===== config.mk =====
export PLATFORM = sky130hd
export DESIGN_NAME = pbs_ctrl
export DESIGN_NICKNAME = d
export VERILOG_FILES = /design/src/hdl/pbs_pkg.sv /design/src/hdl/pbs_debounce.sv /design/src/hdl/pbs_ctrl.sv
export SDC_FILE = /design/constraint.sdc
export NUM_CORES = 1
export LEC_CHECK = 0
export ABC_AREA = 1
export BUFFER_PORTS_ARGS = -buffer_cell sky130_fd_sc_hd__buf_2
export CAP_MARGIN = 20
export CORE_MARGIN = 2
export CORE_UTILIZATION = 40
export CTS_CLUSTER_SIZE = 40
export DETAILED_ROUTE_END_ITERATION = 10
export HOLD_SLACK_MARGIN = 0.05
export PLACE_DENSITY = 0.72
export SLEW_MARGIN = 20
export SYNTH_ARGS = -nofsm -noshare
export SYNTH_HDL_FRONTEND = slang
export SYNTH_SLANG_ARGS = --single-unit

===== constraint.sdc =====
create_clock -name clk_in -period 2.7 [get_ports clk_in]
set_input_delay 0.135 -clock clk_in [delete_from_list [all_inputs] [get_ports clk_in]]
set_output_delay 0.135 -clock clk_in [all_outputs]
set_load 0.005 [all_outputs]

===== src/hdl/pbs_pkg.sv =====
// package: constants and types for power button and supply control
package pbs_pkg;
   // ------------------------------------------------------------
   // Behaviour
   // sleep button held four seconds, outside soft-off, fires an override event
   // override drives main supply enable high and sets the override flag
   // buttons are seen only after about 16 ms of stable level
   // supply valid rise is qualified after one to two rtc ticks
   // main plane reset is held while qualified supply valid is low
   // supply logic keeps supply valid low 50 ms after the plane is valid
   // main supply enable asserted in full-on, idle and powered-on-suspend
   // ram supply enable low in suspend-to-disk and soft-off, else high
   // ring indicate sets its flag and can interrupt or wake
   // debounced sleep button sets its flag and wakes a sleep state
   // thermal warning enables throttling at the set ratio when enabled
   // suspend output follows its control bit
   // sleep and ring pins can become general purpose pins
   // management bus pins can become general purpose pins, else open drain
   // debounced power button sets its flag and wakes a sleep state
   // after reset main enable is low, ram enable and suspend high
   // debounce and hold timers count rtc ticks, cleared on level change
   // ------------------------------------------------------------

   // clock and timing
   localparam int CLK_HZ        = 40_000_000;
   localparam int RTC_HZ        = 32_768;
   localparam int RTC_DIV       = CLK_HZ / RTC_HZ;
   localparam int DIV_W         = 11;
   localparam int DEBOUNCE_MS   = 16;
   localparam int DB_W          = 10;
   localparam int DB_TICKS      = DEBOUNCE_MS * RTC_HZ / 1000;
   localparam int OVERRIDE_S    = 4;
   localparam int HOLD_W        = 18;
   localparam int OVR_TICKS     = OVERRIDE_S * RTC_HZ;

   // register offsets
   localparam logic [7:0] CTRL_OFS  = 8'h00;
   localparam logic [7:0] STAT_OFS  = 8'h04;
   localparam logic [7:0] MASK_OFS  = 8'h08;
   localparam logic [7:0] LEVEL_OFS = 8'h0c;

   // event bit positions in status and mask
   localparam int EVT_W     = 5;
   localparam int EV_POWER  = 0;
   localparam int EV_SLEEP  = 1;
   localparam int EV_OVR    = 2;
   localparam int EV_RING   = 3;
   localparam int EV_THERMAL_WARNING_N  = 4;

   // pin select bit positions in the control word
   localparam int SEL_SLEEP = 0;
   localparam int SEL_RING  = 1;
   localparam int SEL_MCLK  = 2;
   localparam int SEL_MDATA = 3;

   // synchroniser lanes
   localparam int SYNC_W    = 7;
   localparam int SY_PWR    = 6;
   localparam int SY_SLP    = 5;
   localparam int SY_RING   = 4;
   localparam int SY_THERMAL_WARNING_N  = 3;
   localparam int SY_PG     = 2;
   localparam int SY_MCLK   = 1;
   localparam int SY_MDATA  = 0;
   // idle pin levels: buttons released, supply invalid, bus lines pulled up
   // starting the synchroniser here keeps the edge detectors from seeing a false press after reset
   localparam logic [SYNC_W-1:0] SYNC_RESET = 7'h7b;

   // system power states
   typedef enum logic [2:0] {
      full_on_state        = 3'h0,
      cpu_idle_level_two   = 3'h1,
      cpu_idle_level_three = 3'h2,
      powered_on_suspend   = 3'h3,
      suspend_to_ram_state = 3'h4,
      suspend_to_disk_state= 3'h5,
      soft_off_state       = 3'h6
   } pbs_pstate_e;

   // control register layout
   typedef struct packed {
      logic [11:0] zero;
      logic [3:0]  gpio_oe;
      logic [3:0]  gpio_out;
      logic [3:0]  pin_select;
      logic [2:0]  throttle_duty_ratio;
      logic        throttle_on_heat_enable;
      logic        suspend_on;
      pbs_pstate_e pstate;
   } pbs_ctrl_s;

   localparam logic [31:0]      CTRL_RESET = 32'h0000_0000;
   localparam logic [EVT_W-1:0] STAT_RESET = 5'h00;
   localparam logic [EVT_W-1:0] MASK_RESET = 5'h00;

endpackage


===== src/hdl/pbs_debounce.sv =====
// module: button debounce filter counting rtc ticks
`timescale 1ns/100ps
module pbs_debounce #(
   parameter logic [pbs_pkg::DB_W-1:0] TICKS = pbs_pkg::DB_W'(pbs_pkg::DB_TICKS)
) (
   input  wire logic clk_in,
   input  wire logic rst_in,
   input  wire logic tick_in,
   input  wire logic raw_in,
   output logic      stable_out
);
   import pbs_pkg::*;

   typedef struct packed {
      logic [DB_W-1:0] cnt;
      logic            stable;
   } pbs_db_s;

   pbs_db_s state_reg;
   pbs_db_s state_next;

   // -----------------------------------------
   // filter
   // -----------------------------------------
   // any return to the held level restarts the wait, so bounce never leaks
   always_comb begin
      state_next = state_reg;
      if (raw_in == state_reg.stable) begin
         state_next.cnt = '0;
      end else if (tick_in) begin
         if (state_reg.cnt == TICKS - 1'b1) begin
            state_next.stable = raw_in;
            state_next.cnt    = '0;
         end else begin
            state_next.cnt = state_reg.cnt + 1'b1;
         end
      end
   end

   // register
   always_ff @(posedge clk_in) begin
      if (rst_in) begin
         state_reg <= '0;
      end else begin
         state_reg <= state_next;
      end
   end

   assign stable_out = state_reg.stable;
endmodule


===== src/hdl/pbs_ctrl.sv =====
// module: power button and supply control with apb registers
`timescale 1ns/100ps
module pbs_ctrl #(
   parameter logic [pbs_pkg::DB_W-1:0]   DEBOUNCE_TICKS = pbs_pkg::DB_W'(pbs_pkg::DB_TICKS),
   parameter logic [pbs_pkg::HOLD_W-1:0] OVERRIDE_TICKS = pbs_pkg::HOLD_W'(pbs_pkg::OVR_TICKS)
) (
   input  wire logic        clk_in,
   input  wire logic        rst_in,
   input  wire logic        psel_in,
   input  wire logic        penable_in,
   input  wire logic        pwrite_in,
   input  wire logic [7:0]  paddr_in,
   input  wire logic [31:0] pwdata_in,
   output logic [31:0]      prdata_out,
   output logic             pready_out,
   output logic             pslverr_out,
   output logic             irq_out,
   input  wire logic        power_button_n_in,
   input  wire logic        sleep_button_n_in,
   output logic             sleep_button_n_out,
   output logic             sleep_button_n_oe_out,
   input  wire logic        ring_indicate_n_in,
   output logic             ring_indicate_n_out,
   output logic             ring_indicate_n_oe_out,
   input  wire logic        thermal_warning_n_in,
   input  wire logic        supply_valid_in,
   input  wire logic        mgmt_bus_clock_in,
   output logic             mgmt_bus_clock_out,
   output logic             mgmt_bus_clock_oe_out,
   input  wire logic        mgmt_bus_data_in,
   output logic             mgmt_bus_data_out,
   output logic             mgmt_bus_data_oe_out,
   input  wire logic        mgmt_clock_low_in,
   input  wire logic        mgmt_data_low_in,
   output logic             main_supply_enable_n_out,
   output logic             ram_supply_enable_out,
   output logic             suspend_n_out,
   output logic             plane_reset_out,
   output logic             throttle_active_out,
   output logic [2:0]       throttle_duty_ratio_out
);
   import pbs_pkg::*;

   typedef struct packed {
      logic [SYNC_W-1:0] sync1;
      logic [SYNC_W-1:0] sync2;
      logic [DIV_W-1:0]  div;
      logic              tick;
      logic              pg_seen;
      logic              pg_qual;
      logic [HOLD_W-1:0] hold;
      logic              ovr_done;
      logic              ovr_fire;
      logic              pwr_d;
      logic              slp_d;
      logic              ring_d;
      logic              thermal_warning_n_d;
      pbs_ctrl_s         ctrl;
      logic [EVT_W-1:0]  stat;
      logic [EVT_W-1:0]  mask;
      logic [31:0]       rdata;
      logic              ready;
      logic              slverr;
      logic              irq;
      logic              main_n;
      logic              ram_en;
      logic              susp_n;
      logic              plane_rst;
      logic              thr;
      logic [2:0]        ratio;
      logic [5:0]        pin_o;
      logic [5:0]        pin_oe;
   } pbs_state_s;

   pbs_state_s state_reg;
   pbs_state_s state_next;
   logic       pwr_db;
   logic       slp_db;

   // ------------------------------------------------------------
   // decoding helpers
   // ------------------------------------------------------------
   // main planes are off while suspended to ram or disk, or soft off
   function automatic logic main_off(input pbs_pstate_e p);
      unique case (p)
         suspend_to_ram_state, suspend_to_disk_state, soft_off_state: main_off = 1'b1;
         default: main_off = 1'b0;
      endcase
   endfunction

   function automatic logic ram_off(input pbs_pstate_e p);
      unique case (p)
         suspend_to_disk_state, soft_off_state: ram_off = 1'b1;
         default: ram_off = 1'b0;
      endcase
   endfunction

   function automatic logic asleep(input pbs_pstate_e p);
      unique case (p)
         powered_on_suspend, suspend_to_ram_state, suspend_to_disk_state: asleep = 1'b1;
         default: asleep = 1'b0;
      endcase
   endfunction

   // ------------------------------------------------------------
   // button filters
   // ------------------------------------------------------------
   // sleep pin given over to general use reads as released
   pbs_debounce #(.TICKS(DEBOUNCE_TICKS)) u_pwr_db (
      .clk_in     (clk_in),
      .rst_in     (rst_in),
      .tick_in    (state_reg.tick),
      .raw_in     (~state_reg.sync2[SY_PWR]),
      .stable_out (pwr_db)
   );

   pbs_debounce #(.TICKS(DEBOUNCE_TICKS)) u_slp_db (
      .clk_in     (clk_in),
      .rst_in     (rst_in),
      .tick_in    (state_reg.tick),
      .raw_in     (~state_reg.sync2[SY_SLP] & ~state_reg.ctrl.pin_select[SEL_SLEEP]),
      .stable_out (slp_db)
   );

   // ------------------------------------------------------------
   // next state
   // ------------------------------------------------------------
   always_comb begin
      logic             wr_en;
      logic             rd_en;
      logic [EVT_W-1:0] evt;
      logic [EVT_W-1:0] w1c;
      logic             ring_act;
      logic             thermal_warning_n_act;
      wr_en     = 1'b0;
      rd_en     = 1'b0;
      evt       = '0;
      w1c       = '0;
      ring_act  = 1'b0;
      thermal_warning_n_act = 1'b0;
      state_next = state_reg;

      // pins: only the second stage is read by logic
      state_next.sync1 = {power_button_n_in, sleep_button_n_in, ring_indicate_n_in,
                          thermal_warning_n_in, supply_valid_in, mgmt_bus_clock_in, mgmt_bus_data_in};
      state_next.sync2 = state_reg.sync1;

      // rtc rate tick from the system clock; slightly fast, well inside tolerance
      state_next.tick = 1'b0;
      if (state_reg.div == DIV_W'(RTC_DIV - 1)) begin
         state_next.div  = '0;
         state_next.tick = 1'b1;
      end else begin
         state_next.div = state_reg.div + 1'b1;
      end

      // supply valid: falls at once, rises after a tick saw it and the next confirms
      if (!state_reg.sync2[SY_PG]) begin
         state_next.pg_seen = 1'b0;
         state_next.pg_qual = 1'b0;
      end else if (state_reg.tick) begin
         state_next.pg_seen = 1'b1;
         state_next.pg_qual = state_reg.pg_qual | state_reg.pg_seen;
      end

      // sleep button hold timer; restarts whenever the button level changes
      state_next.ovr_fire = 1'b0;
      if (!slp_db || state_reg.ctrl.pstate == soft_off_state) begin
         state_next.hold     = '0;
         state_next.ovr_done = 1'b0;
      end else if (state_reg.tick && !state_reg.ovr_done) begin
         if (state_reg.hold == OVERRIDE_TICKS - 1'b1) begin
            state_next.ovr_fire = 1'b1;
            state_next.ovr_done = 1'b1;
         end else begin
            state_next.hold = state_reg.hold + 1'b1;
         end
      end

      // events
      state_next.pwr_d   = pwr_db;
      state_next.slp_d   = slp_db;
      state_next.ring_d  = ~state_reg.sync2[SY_RING] & ~state_reg.ctrl.pin_select[SEL_RING];
      state_next.thermal_warning_n_d = ~state_reg.sync2[SY_THERMAL_WARNING_N];
      ring_act           = state_next.ring_d;
      thermal_warning_n_act          = state_next.thermal_warning_n_d;
      evt[EV_POWER] = pwr_db & ~state_reg.pwr_d;
      evt[EV_SLEEP] = slp_db & ~state_reg.slp_d;
      evt[EV_OVR]   = state_reg.ovr_fire;
      evt[EV_RING]  = ring_act & ~state_reg.ring_d;
      evt[EV_THERMAL_WARNING_N] = thermal_warning_n_act & ~state_reg.thermal_warning_n_d;

      // apb: access phase lasts two cycles; effect at the edge that sees pready
      wr_en = psel_in & penable_in & state_reg.ready & pwrite_in;
      rd_en = psel_in & penable_in & ~state_reg.ready & ~pwrite_in;
      state_next.ready  = psel_in & penable_in & ~state_reg.ready;
      state_next.slverr = 1'b0;
      if (psel_in && penable_in && !state_reg.ready) begin
         state_next.slverr = ~(paddr_in inside {CTRL_OFS, STAT_OFS, MASK_OFS, LEVEL_OFS});
      end
      if (rd_en) begin
         unique case (paddr_in)
            CTRL_OFS:  state_next.rdata = state_reg.ctrl;
            STAT_OFS:  state_next.rdata = 32'(state_reg.stat);
            MASK_OFS:  state_next.rdata = 32'(state_reg.mask);
            LEVEL_OFS: state_next.rdata = {18'h0, state_reg.sync2, state_reg.thr, slp_db, pwr_db,
                                           state_reg.pg_qual, state_reg.ctrl.pstate};
            default:   state_next.rdata = 32'h0000_0000;
         endcase
      end
      if (wr_en) begin
         unique case (paddr_in)
            CTRL_OFS: begin
               state_next.ctrl      = pbs_ctrl_s'(pwdata_in);
               state_next.ctrl.zero = '0;
            end
            STAT_OFS: w1c = pwdata_in[EVT_W-1:0];
            MASK_OFS: state_next.mask = pwdata_in[EVT_W-1:0];
            default:  ;
         endcase
      end

      // flags: a new event wins over a clear in the same cycle
      state_next.stat = (state_reg.stat & ~w1c) | evt;
      state_next.irq  = |(state_next.stat & state_next.mask);

      // power state: override beats software, software beats wake
      if (state_reg.ovr_fire) begin
         state_next.ctrl.pstate = soft_off_state;
      end else if (!wr_en || paddr_in != CTRL_OFS) begin
         if (asleep(state_reg.ctrl.pstate) &&
             (evt[EV_POWER] || evt[EV_SLEEP] || (evt[EV_RING] && state_reg.mask[EV_RING]))) begin
            state_next.ctrl.pstate = full_on_state;
         end
      end

      // supply outputs decoded from the state they will show; throttle enable and ratio from the current control word
      state_next.main_n    = main_off(state_next.ctrl.pstate);
      state_next.ram_en    = ~ram_off(state_next.ctrl.pstate);
      state_next.susp_n    = ~state_next.ctrl.suspend_on;
      state_next.plane_rst = ~state_next.pg_qual;
      state_next.thr       = thermal_warning_n_act & state_reg.ctrl.throttle_on_heat_enable;
      state_next.ratio     = state_reg.ctrl.throttle_duty_ratio;

      // pins: general purpose when selected, else button input or open drain
      state_next.pin_o  = '0;
      state_next.pin_oe = '0;
      if (state_next.ctrl.pin_select[SEL_SLEEP]) begin
         state_next.pin_o[0]  = state_next.ctrl.gpio_out[SEL_SLEEP];
         state_next.pin_oe[0] = state_next.ctrl.gpio_oe[SEL_SLEEP];
      end
      if (state_next.ctrl.pin_select[SEL_RING]) begin
         state_next.pin_o[1]  = state_next.ctrl.gpio_out[SEL_RING];
         state_next.pin_oe[1] = state_next.ctrl.gpio_oe[SEL_RING];
      end
      if (state_next.ctrl.pin_select[SEL_MCLK]) begin
         state_next.pin_o[2]  = state_next.ctrl.gpio_out[SEL_MCLK];
         state_next.pin_oe[2] = state_next.ctrl.gpio_oe[SEL_MCLK];
      end else begin
         state_next.pin_oe[2] = mgmt_clock_low_in;
      end
      if (state_next.ctrl.pin_select[SEL_MDATA]) begin
         state_next.pin_o[3]  = state_next.ctrl.gpio_out[SEL_MDATA];
         state_next.pin_oe[3] = state_next.ctrl.gpio_oe[SEL_MDATA];
      end else begin
         state_next.pin_oe[3] = mgmt_data_low_in;
      end
   end

   // ------------------------------------------------------------
   // state register
   // ------------------------------------------------------------
   always_ff @(posedge clk_in) begin
      if (rst_in) begin
         state_reg           <= '0;
         state_reg.ctrl      <= pbs_ctrl_s'(CTRL_RESET);
         state_reg.sync1     <= SYNC_RESET;
         state_reg.sync2     <= SYNC_RESET;
         state_reg.stat      <= STAT_RESET;
         state_reg.mask      <= MASK_RESET;
         state_reg.main_n    <= 1'b0;
         state_reg.ram_en    <= 1'b1;
         state_reg.susp_n    <= 1'b1;
         state_reg.plane_rst <= 1'b1;
      end else begin
         state_reg <= state_next;
      end
   end

   // outputs straight from the state register
   assign prdata_out               = state_reg.rdata;
   assign pready_out               = state_reg.ready;
   assign pslverr_out              = state_reg.slverr;
   assign irq_out                  = state_reg.irq;
   assign main_supply_enable_n_out = state_reg.main_n;
   assign ram_supply_enable_out    = state_reg.ram_en;
   assign suspend_n_out            = state_reg.susp_n;
   assign plane_reset_out          = state_reg.plane_rst;
   assign throttle_active_out      = state_reg.thr;
   assign throttle_duty_ratio_out  = state_reg.ratio;
   assign sleep_button_n_out       = state_reg.pin_o[0];
   assign sleep_button_n_oe_out    = state_reg.pin_oe[0];
   assign ring_indicate_n_out      = state_reg.pin_o[1];
   assign ring_indicate_n_oe_out   = state_reg.pin_oe[1];
   assign mgmt_bus_clock_out       = state_reg.pin_o[2];
   assign mgmt_bus_clock_oe_out    = state_reg.pin_oe[2];
   assign mgmt_bus_data_out        = state_reg.pin_o[3];
   assign mgmt_bus_data_oe_out     = state_reg.pin_oe[3];
endmodule


==> summary.md, run 1 <==
| Metric | Value |
|---|---|
| Status | completed |
| Register area share after synthesis | 45.3% |
| TritonRoute pass-1 iters | 4 |
| Setup tns final | 0 ns |
| Core footprint | 0.0153 mm2 |
| Least-Margin Pin Slew | roughly 0.68 ns |
| Reg-to-reg slack, setup | ~0.70 ns |
| Clk_lat worst skew | 0.42 ns |
| First-pass GRT wire length | 21,900 um |
| Kind of end point of the critical path | flip-flop |
| CTS tree | built |
| Cell depth of the worst hold path | 3 |
| Reg clk slew, reported paths | 0.06 ns |
| Routed vias/inst | between 4 and 5 |
| # DRC | 0 |
| Reg2reg end | mgmt_bus_clock_oe_out |
| Total gr overflow | 0 |
| Netlist Area Pre-Place | around 0.0063 mm2 |
| Number of cell rows | 45 |
| Initial Util | 41.3% |
| Die ar. | 0.0168 mm2 |
| Power Total | 4.77 mW |
| Num Clock Sinks | 143 |
| Worst hold slack | approximately 0.060 ns |
| H-tree levels | 4 |
| Clk buf depth | 2 |
| Max Fclk | 0.499 GHz |
| EDFF count, synth | 0 |
| Post-Syn Area per Cell | roughly 7.4 um2 |
| I/O Buffers | 80 |
| Worst path top cell family by delay | simple AND/OR/NAND/NOR gates |
| Final worst path period need | 2.00 ns |
| Maximum vdd drop | about 0.46 mV |
| Total track usage | between 10% and 20% |
| Yosys warning count | 0 |
| Vias in the first global route | 4,880 |
| Slew Viols, Final | 0 |
| Synth Flop Type | dfxtp_1 |
| WP data arrival | 2.32 ns |
| Drt initial violations | 288 |
| Placer Congestion | 0.793 |
| Share of post-route cells with drive strength above 1 | 17.8% |
| Unique masters post-synth | 43 |
| Seq cells post-synth | roughly 140 |
| Req. time, crit path | 3.02 ns |
| Critical R2R Launch | pready_out |
| Hold_sp | pwdata_in[4] |
| Hold EP | state_reg[59] |
| Vert. Die Dim | 130 um |
| Startpoint Class | flip-flop |
| Total Wirelength | 13,300 um |
| Nets | 982 |
| Fin. Hold Viols | 0 |
| Max FFs per register | between 70 and 80 |
| Crit path cell chain | nand2_1 -> nor2_4 -> nand2_2 -> or2_2 -> o21ai_0 -> nand2_1 -> nand2_1 -> nor2_1 |
| Fill count | 1,504 |
| CP most frequent cell | nand2_1 |
| Num ports | around 110 |
| CTS Root Cell | clkbuf_16 |
| Rel. slew slack | 54.2% |
| Inserted Diodes | 0 |
| Async SR Flop Fraction | 0% |
| Wirelength per Cell | 11.6 um |
| Pwr Density | ~640 mW/mm2 |
| Max-Cap Viols | 0 |
| Slowest stage delay, CP | 0.43 ns |
| Die W | 130 um |
| Crit path buf inv count | 0 |
| Syn Inst Count | 849 |
| Clock skew | 0.00681 ns |
| Tcrit/Tclk final | 74.2% |
| Layout area overhead | 18.7% |
| Vias | 5,311 |
| Kind of critical path | reg -> reg |
| Slowest CP cell | nand2_2 |
| R2R depth | 8 |
| Initial antenna violation count | 0 |
| RSZ-0062 raised after global routing | no |
| Hold Crit Class | in -> reg |
| Final setup viols | 0 |
| CTS buffer count | 17 |
| Crit. Startpoint | pready_out |
| Leakage | 3.05 nW |
| Largest net degree at the start of global routing | 40 |
| Max FO, Critical Path | 32 |
| Detail Route Antenna Nets | 0 |
| Hpwl dp | 9440 um |
==> tightest hold or removal path: stages <==
cell and delay, ns:
buf_2 0.12, nand3_1 0.11, a21oi_1 0.07
==> cells in the final DEF (no fill, tap or decap), types with 17 or more instances in the layout <==
master         instances
dfxtp_1              143
inv_1                 84
a21oi_1               52
nand3_1               58
or2_2                 20
nand2_1              189
buf_2                 80
clkbuf_16             17
dlygate4sd3_1         18
o21ai_0               30
nor2_1               107
==> power by group <==
group / leakage [nW] / switching (mW) / internal (mW)
Clock: 0.306 / 0.871 / 1.62
Combinational: 1.59 / 0.0820 / 0.0623
Sequential: 1.16 / 0.0103 / 2.13
==> stage by stage <==
step / area [um2] / utilization, % / worst slack, ns / cells
finish: 7500 / 49.0 / 0.696 / 1148
global route: 7500 / 49.0 / 0.502 / 1148
CTS: 7500 / 49.0 / 0.700 / 1148
detailed placement: 6690 / 43.7 / 0.702 / 1098
global placement: 6690 / 43.7 / 0.730 / 1098
floorplan: 6360 / - / 1.15 / 860
==> kinds of logic (layout without fill, tap and decap cells) <==
kind of cell | after synthesis | count (layout) | share of synthesized area, %
muxes | 3 | 3 | 0.475
xor gates and xnor gates | 21 | 21 | 2.91
DFF | 143 | 143 | 45.3
adders and majority gates | 4 | 4 | 0.792
buffers and inverters | 144 | 221 | 11.0
other | 1 | 12 | 0.0593
and+or+nand+nor | 429 | 429 | 30.2
AOI/OAI and AO/OA | 104 | 104 | 9.21
==> synthesized netlist by cell type (3+ instances only) <==
cell type / instances / area (um2)
nand2_1: 189 / 709
dfxtp_1: 143 / 2860
nor2_1: 107 / 402
inv_1: 84 / 315
nand3_1: 58 / 290
a21oi_1: 52 / 260
buf_4: 36 / 270
o21ai_0: 30 / 150
or2_2: 20 / 125
nor3_1: 16 / 80.1
xor2_1: 13 / 114
clkbuf_1: 11 / 41.3
a21oi_2: 10 / 87.6
nand4_1: 10 / 62.6
nor2_2: 8 / 50.1
xnor2_1: 8 / 70.1
buf_2: 6 / 30.0
ha_1: 4 / 50.1
nor4_1: 4 / 25.0
buf_1: 3 / 11.3
mux2i_1: 3 / 30.0
nand2_2: 3 / 18.8
nor3_2: 3 / 30.0
==> area by class of cell <==
cell class                 count  area, um2  area share [%]
inverter                      86        323            4.30
multi-input combinational    573       2800            37.3
timing repair buffer         103        618            8.24
clock buffer                  22        474            6.32
clock inverter                10        159            2.12
tap                          211        264            3.52
sequential                   143       2860            38.2
==> timing repair <==
action	4_1_cts	5_1_grt
hold buffers	18	0
setup buffers	0	0
endpoints found under the hold margin	22	0
resized for setup	0	0
==> per-layer routing <==
| metal | part of all wire (%) | track usage, % |
|---|---|---|
| met2 | 47 | 27.7 |
| met5 | 0 | 0 |
| met1 | 46 | 19.6 |
| met4 | 2.4 | 7.27 |
| met3 | 3.9 | 3.67 |
==> worst max-delay path by stage <==
| stage | slack, ns | end | cells after the start |
|---|---|---|---|
| after floorplan | 1.15 | state_reg[110] | 9 |
| after global routing | 0.50 | mgmt_bus_clock_oe_out | 8 |
| final | 0.70 | mgmt_bus_clock_oe_out | 8 |
| after global placement | 0.73 | mgmt_bus_clock_oe_out | 8 |
| after detailed placement | 0.70 | mgmt_bus_clock_oe_out | 8 |
| after CTS | 0.70 | mgmt_bus_clock_oe_out | 8 |
No activity file was read; power rests on OpenSTA's default activity.
==> run 2: changes to the inputs <==
--- a/config.mk
+++ b/config.mk
@@ -13,7 +13,7 @@
 export CTS_CLUSTER_SIZE = 40
 export DETAILED_ROUTE_END_ITERATION = 10
 export HOLD_SLACK_MARGIN = 0.05
-export PLACE_DENSITY = 0.72
+export PLACE_DENSITY = 0.74
 export SLEW_MARGIN = 20
 export SYNTH_ARGS = -nofsm -noshare
 export SYNTH_HDL_FRONTEND = slang
==> constraint.sdc (replaced) <==
create_clock -name clk_in -period 1.8 [get_ports clk_in]
set_input_delay 0.09 -clock clk_in [delete_from_list [all_inputs] [get_ports clk_in]]
set_output_delay 0.09 -clock clk_in [all_outputs]
set_load 0.005 [all_outputs]
==> run 2 against run 1 <==
Total power increased by 53%. Sequential power increased by 50%. Critical path depth unchanged. Final cell count increased by 2.1%. Final area increased by 3.2%. Global-route usage increased by 0.52 points. Sequential cell count unchanged. Via count increased by 0.75%. Clock power increased by 55%. First-iteration DRC count increased by 32%. Hold slack improved by 0.011 ns. Register-to-register slack got worse by 0.53 ns. Critical path type unchanged. Highest routed layer unchanged.
==> summary.md, run 2 (synthesized netlist as in run 1, its figures left out) <==
| Metric | Value |
|---|---|
| Status | completed (unchanged) |
| WP data arrival | 1.95 ns (was 2.32 ns) |
| Kind of end point of the critical path | flip-flop (unchanged) |
| Number of cell rows | 45 (unchanged) |
| Total setup buffers inserted after CTS | 0 (unchanged) |
| Crit path buf inv count | 0 (unchanged) |
| Pwr Density | 944 mW/mm2 (was 636 mW/mm2) |
| RSZ-0062 raised after global routing | yes (was no) |
| Kind of critical path | reg -> reg (unchanged) |
| Place WS | 0.194 ns (was 0.702 ns) |
| First-pass GRT wire length | 22,500 um (was 21,900 um) |
| GRT met3 Usage | 4.09% (was 3.67%) |
| Layout area overhead | 22.5% (was 18.7%) |
| Die W | 130 um (unchanged) |
| Drt initial violations | 381 (was 288) |
| Cts repair resizes | 0 (unchanged) |
| Num Clock Sinks | 143 (unchanged) |
| Critical R2R Launch | pready_out (unchanged) |
| TritonRoute pass-1 iters | 4 (unchanged) |
| Final worst path period need | 1.64 ns (was 2.00 ns) |
| Vias | 5,351 (was 5,311) |
| Maximum vdd drop | 0.746 mV (was 0.465 mV) |
| Crit path cell chain | nand2_1 -> nor2_4 -> nand2_2 -> or2_2 -> o21ai_0 -> nand2_1 -> nand2_1 -> nor2_1 (unchanged) |
| Clock skew | 0.00621 ns (was 0.00681 ns) |
| Commonest cells after routing, fill and taps aside | nand2_1, dfxtp_1, nor2_1 (unchanged) |
| Most Crowded Layer GR | met2 (unchanged) |
| R2R depth | 8 (unchanged) |
| Hpwl dp | 9730 um (was 9440 um) |
| Total gr overflow | 0 (unchanged) |
| CTS tree | built (unchanged) |
| Slowest CP cell | dfxtp_1 (was nand2_2) |
| Clk buf depth | 2 (unchanged) |
| Req. time, crit path | 2.11 ns (was 3.02 ns) |
| CTS Root Cell | clkbuf_16 (unchanged) |
| I/O Buffers | 80 (unchanged) |
| Hold Crit Class | in -> reg (unchanged) |
| Reg-to-reg slack, setup | 0.16 ns (was 0.70 ns) |
| Die ar. | 0.0168 mm2 (unchanged) |
| Inserted Diodes | 0 (unchanged) |
| Tcrit/Tclk final | 91.0% (was 74.2%) |
| Max FO, Critical Path | 15 (was 32) |
| Clk_lat worst skew | 0.42 ns (about the same) |
| Max-Cap Viols | 0 (unchanged) |
| Placed Area | 0.00681 mm2 (was 0.00669 mm2) |
| Detail Route Antenna Nets | 0 (unchanged) |
| Largest net degree at the start of global routing | 36 (was 40) |
| Initial Util | 41.3% (unchanged) |
| Met1 usage in global routing | 20.5% (was 19.6%) |
| Most common cell after layout, fill and taps aside | nand2_1 (unchanged) |
| Max Fclk | 0.610 GHz (was 0.499 GHz) |
| Leakage | 3.18 nW (was 3.05 nW) |
| Met2 usage | 28.3% (was 27.7%) |
| Cell depth of the worst hold path | 4 (was 3) |
| Reg clk slew, reported paths | 0.06 ns (about the same) |
| Vias in the first global route | 4,956 (was 4,880) |
| H-tree levels | 4 (unchanged) |
| Placer Congestion | 0.870 (was 0.793) |
| Power Total | 7.30 mW (was 4.77 mW) |
| Routed vias/inst | 4.57 (was 4.63) |
| Post-Layout Inst Area | 0.00774 mm2 (was 0.00750 mm2) |
| Worst hold slack | 0.0717 ns (was 0.0603 ns) |
| Reg2reg end | mgmt_bus_clock_oe_out (unchanged) |
| Vert. Die Dim | 130 um (unchanged) |
| Worst path top cell family by delay | simple AND/OR/NAND/NOR gates (unchanged) |
| Initial antenna violation count | 0 (unchanged) |
| Fin. Hold Viols | 0 (unchanged) |
| Total Wirelength | 13,600 um (was 13,300 um) |
| Hold EP | state_reg[80] (was state_reg[59]) |
| Hold_sp | pwdata_in[15] (was pwdata_in[4]) |
| Wirelength per Cell | 11.6 um (about the same) |
| Max FFs per register | 72 (unchanged) |
| Slowest stage delay, CP | 0.35 ns (was 0.43 ns) |
| CTS buffer count | 17 (unchanged) |
| Slew Viols, Final | 0 (unchanged) |
| CP most frequent cell | nand2_1 (unchanged) |
| Num ports | 105 (unchanged) |
| Nets | 1,006 (was 982) |
| Setup ws final | 0.161 ns (was 0.696 ns) |
| Total track usage | 16.7% (was 16.2%) |
| Core footprint | 0.0153 mm2 (unchanged) |
| Share of post-route cells with drive strength above 1 | 19.0% (was 17.8%) |
| # DRC | 0 (unchanged) |
| Final setup viols | 0 (unchanged) |
| Startpoint Class | flip-flop (unchanged) |
| Core Util, Final | 50.5% (was 49.0%) |
[run 2: cell count changes in the layout (fill, tap and decap cells not counted), sizes merged]
| cell | change |
|---|---|
| buf | +15 |
| bufinv | +1 |
| clkbuf | -1 |
| dlygate4sd3 | +9 |
[run 2: worst reg2reg max path, delay by kind of cell, from the launching register on]
family / cells / cell delay [ns]
flops: 1 / 0.35
simple gates: 7 / 1.08
compound gates: 1 / 0.12
[run 2: worst max path at each step]
| stage | slack [ns] | cells after the start | to | startpoint |
|---|---|---|---|---|
| 3_3_place_gp | 0.23 | 6 | sleep_button_n_oe_out | pready_out |
| 2_1_floorplan | 0.25 | 9 | state_reg[110] | state_reg[103] |
| 4_1_cts | 0.18 | 8 | mgmt_bus_clock_oe_out | pready_out |
| 5_1_grt | -0.01 | 8 | mgmt_bus_clock_oe_out | pready_out |
| 6_report | 0.16 | 8 | mgmt_bus_clock_oe_out | pready_out |
| 3_5_place_dp | 0.19 | 6 | sleep_button_n_oe_out | pready_out |
[run 2: repair_timing]
| action | 4_1_cts | 5_1_grt |
|---|---|---|
| endpoints found under the setup margin | 0 | 2 |
| hold buffers | 27 | 0 |
| hold endpoints to repair | 35 | 0 |
[run 2: metrics by stage]
step | std cells | TNS, ns
2_1_floorplan | 860 | 0
3_3_place_gp | 1113 | 0
3_5_place_dp | 1113 | 0
4_1_cts | 1172 | 0
5_1_grt | 1172 | -0.0163
6_report | 1172 | 0
[run 2: power breakdown]
group | switching [mW] | internal, mW | total, mW
Sequential | 0.0158 | 3.19 | 3.21
Combinational | 0.127 | 0.113 | 0.240
Clock | 1.29 | 2.56 | 3.85
Total | 1.44 | 5.87 | 7.30
[run 2: final cells by class]
type,count,area [um2]
clock buffer,21,470
clock inverter,11,185
fill,1467,7580
inverter,86,323
multi-input combinational,573,2800
sequential,143,2860
tap,211,264
timing repair buffer,127,833
[run 2: metal layers]
metal  vias up  share of wire (%)
li1       2861                  -
met1      2366                 47
met2       104                 48
met3        20                4.0
met4         0                1.5
met5         -                  0
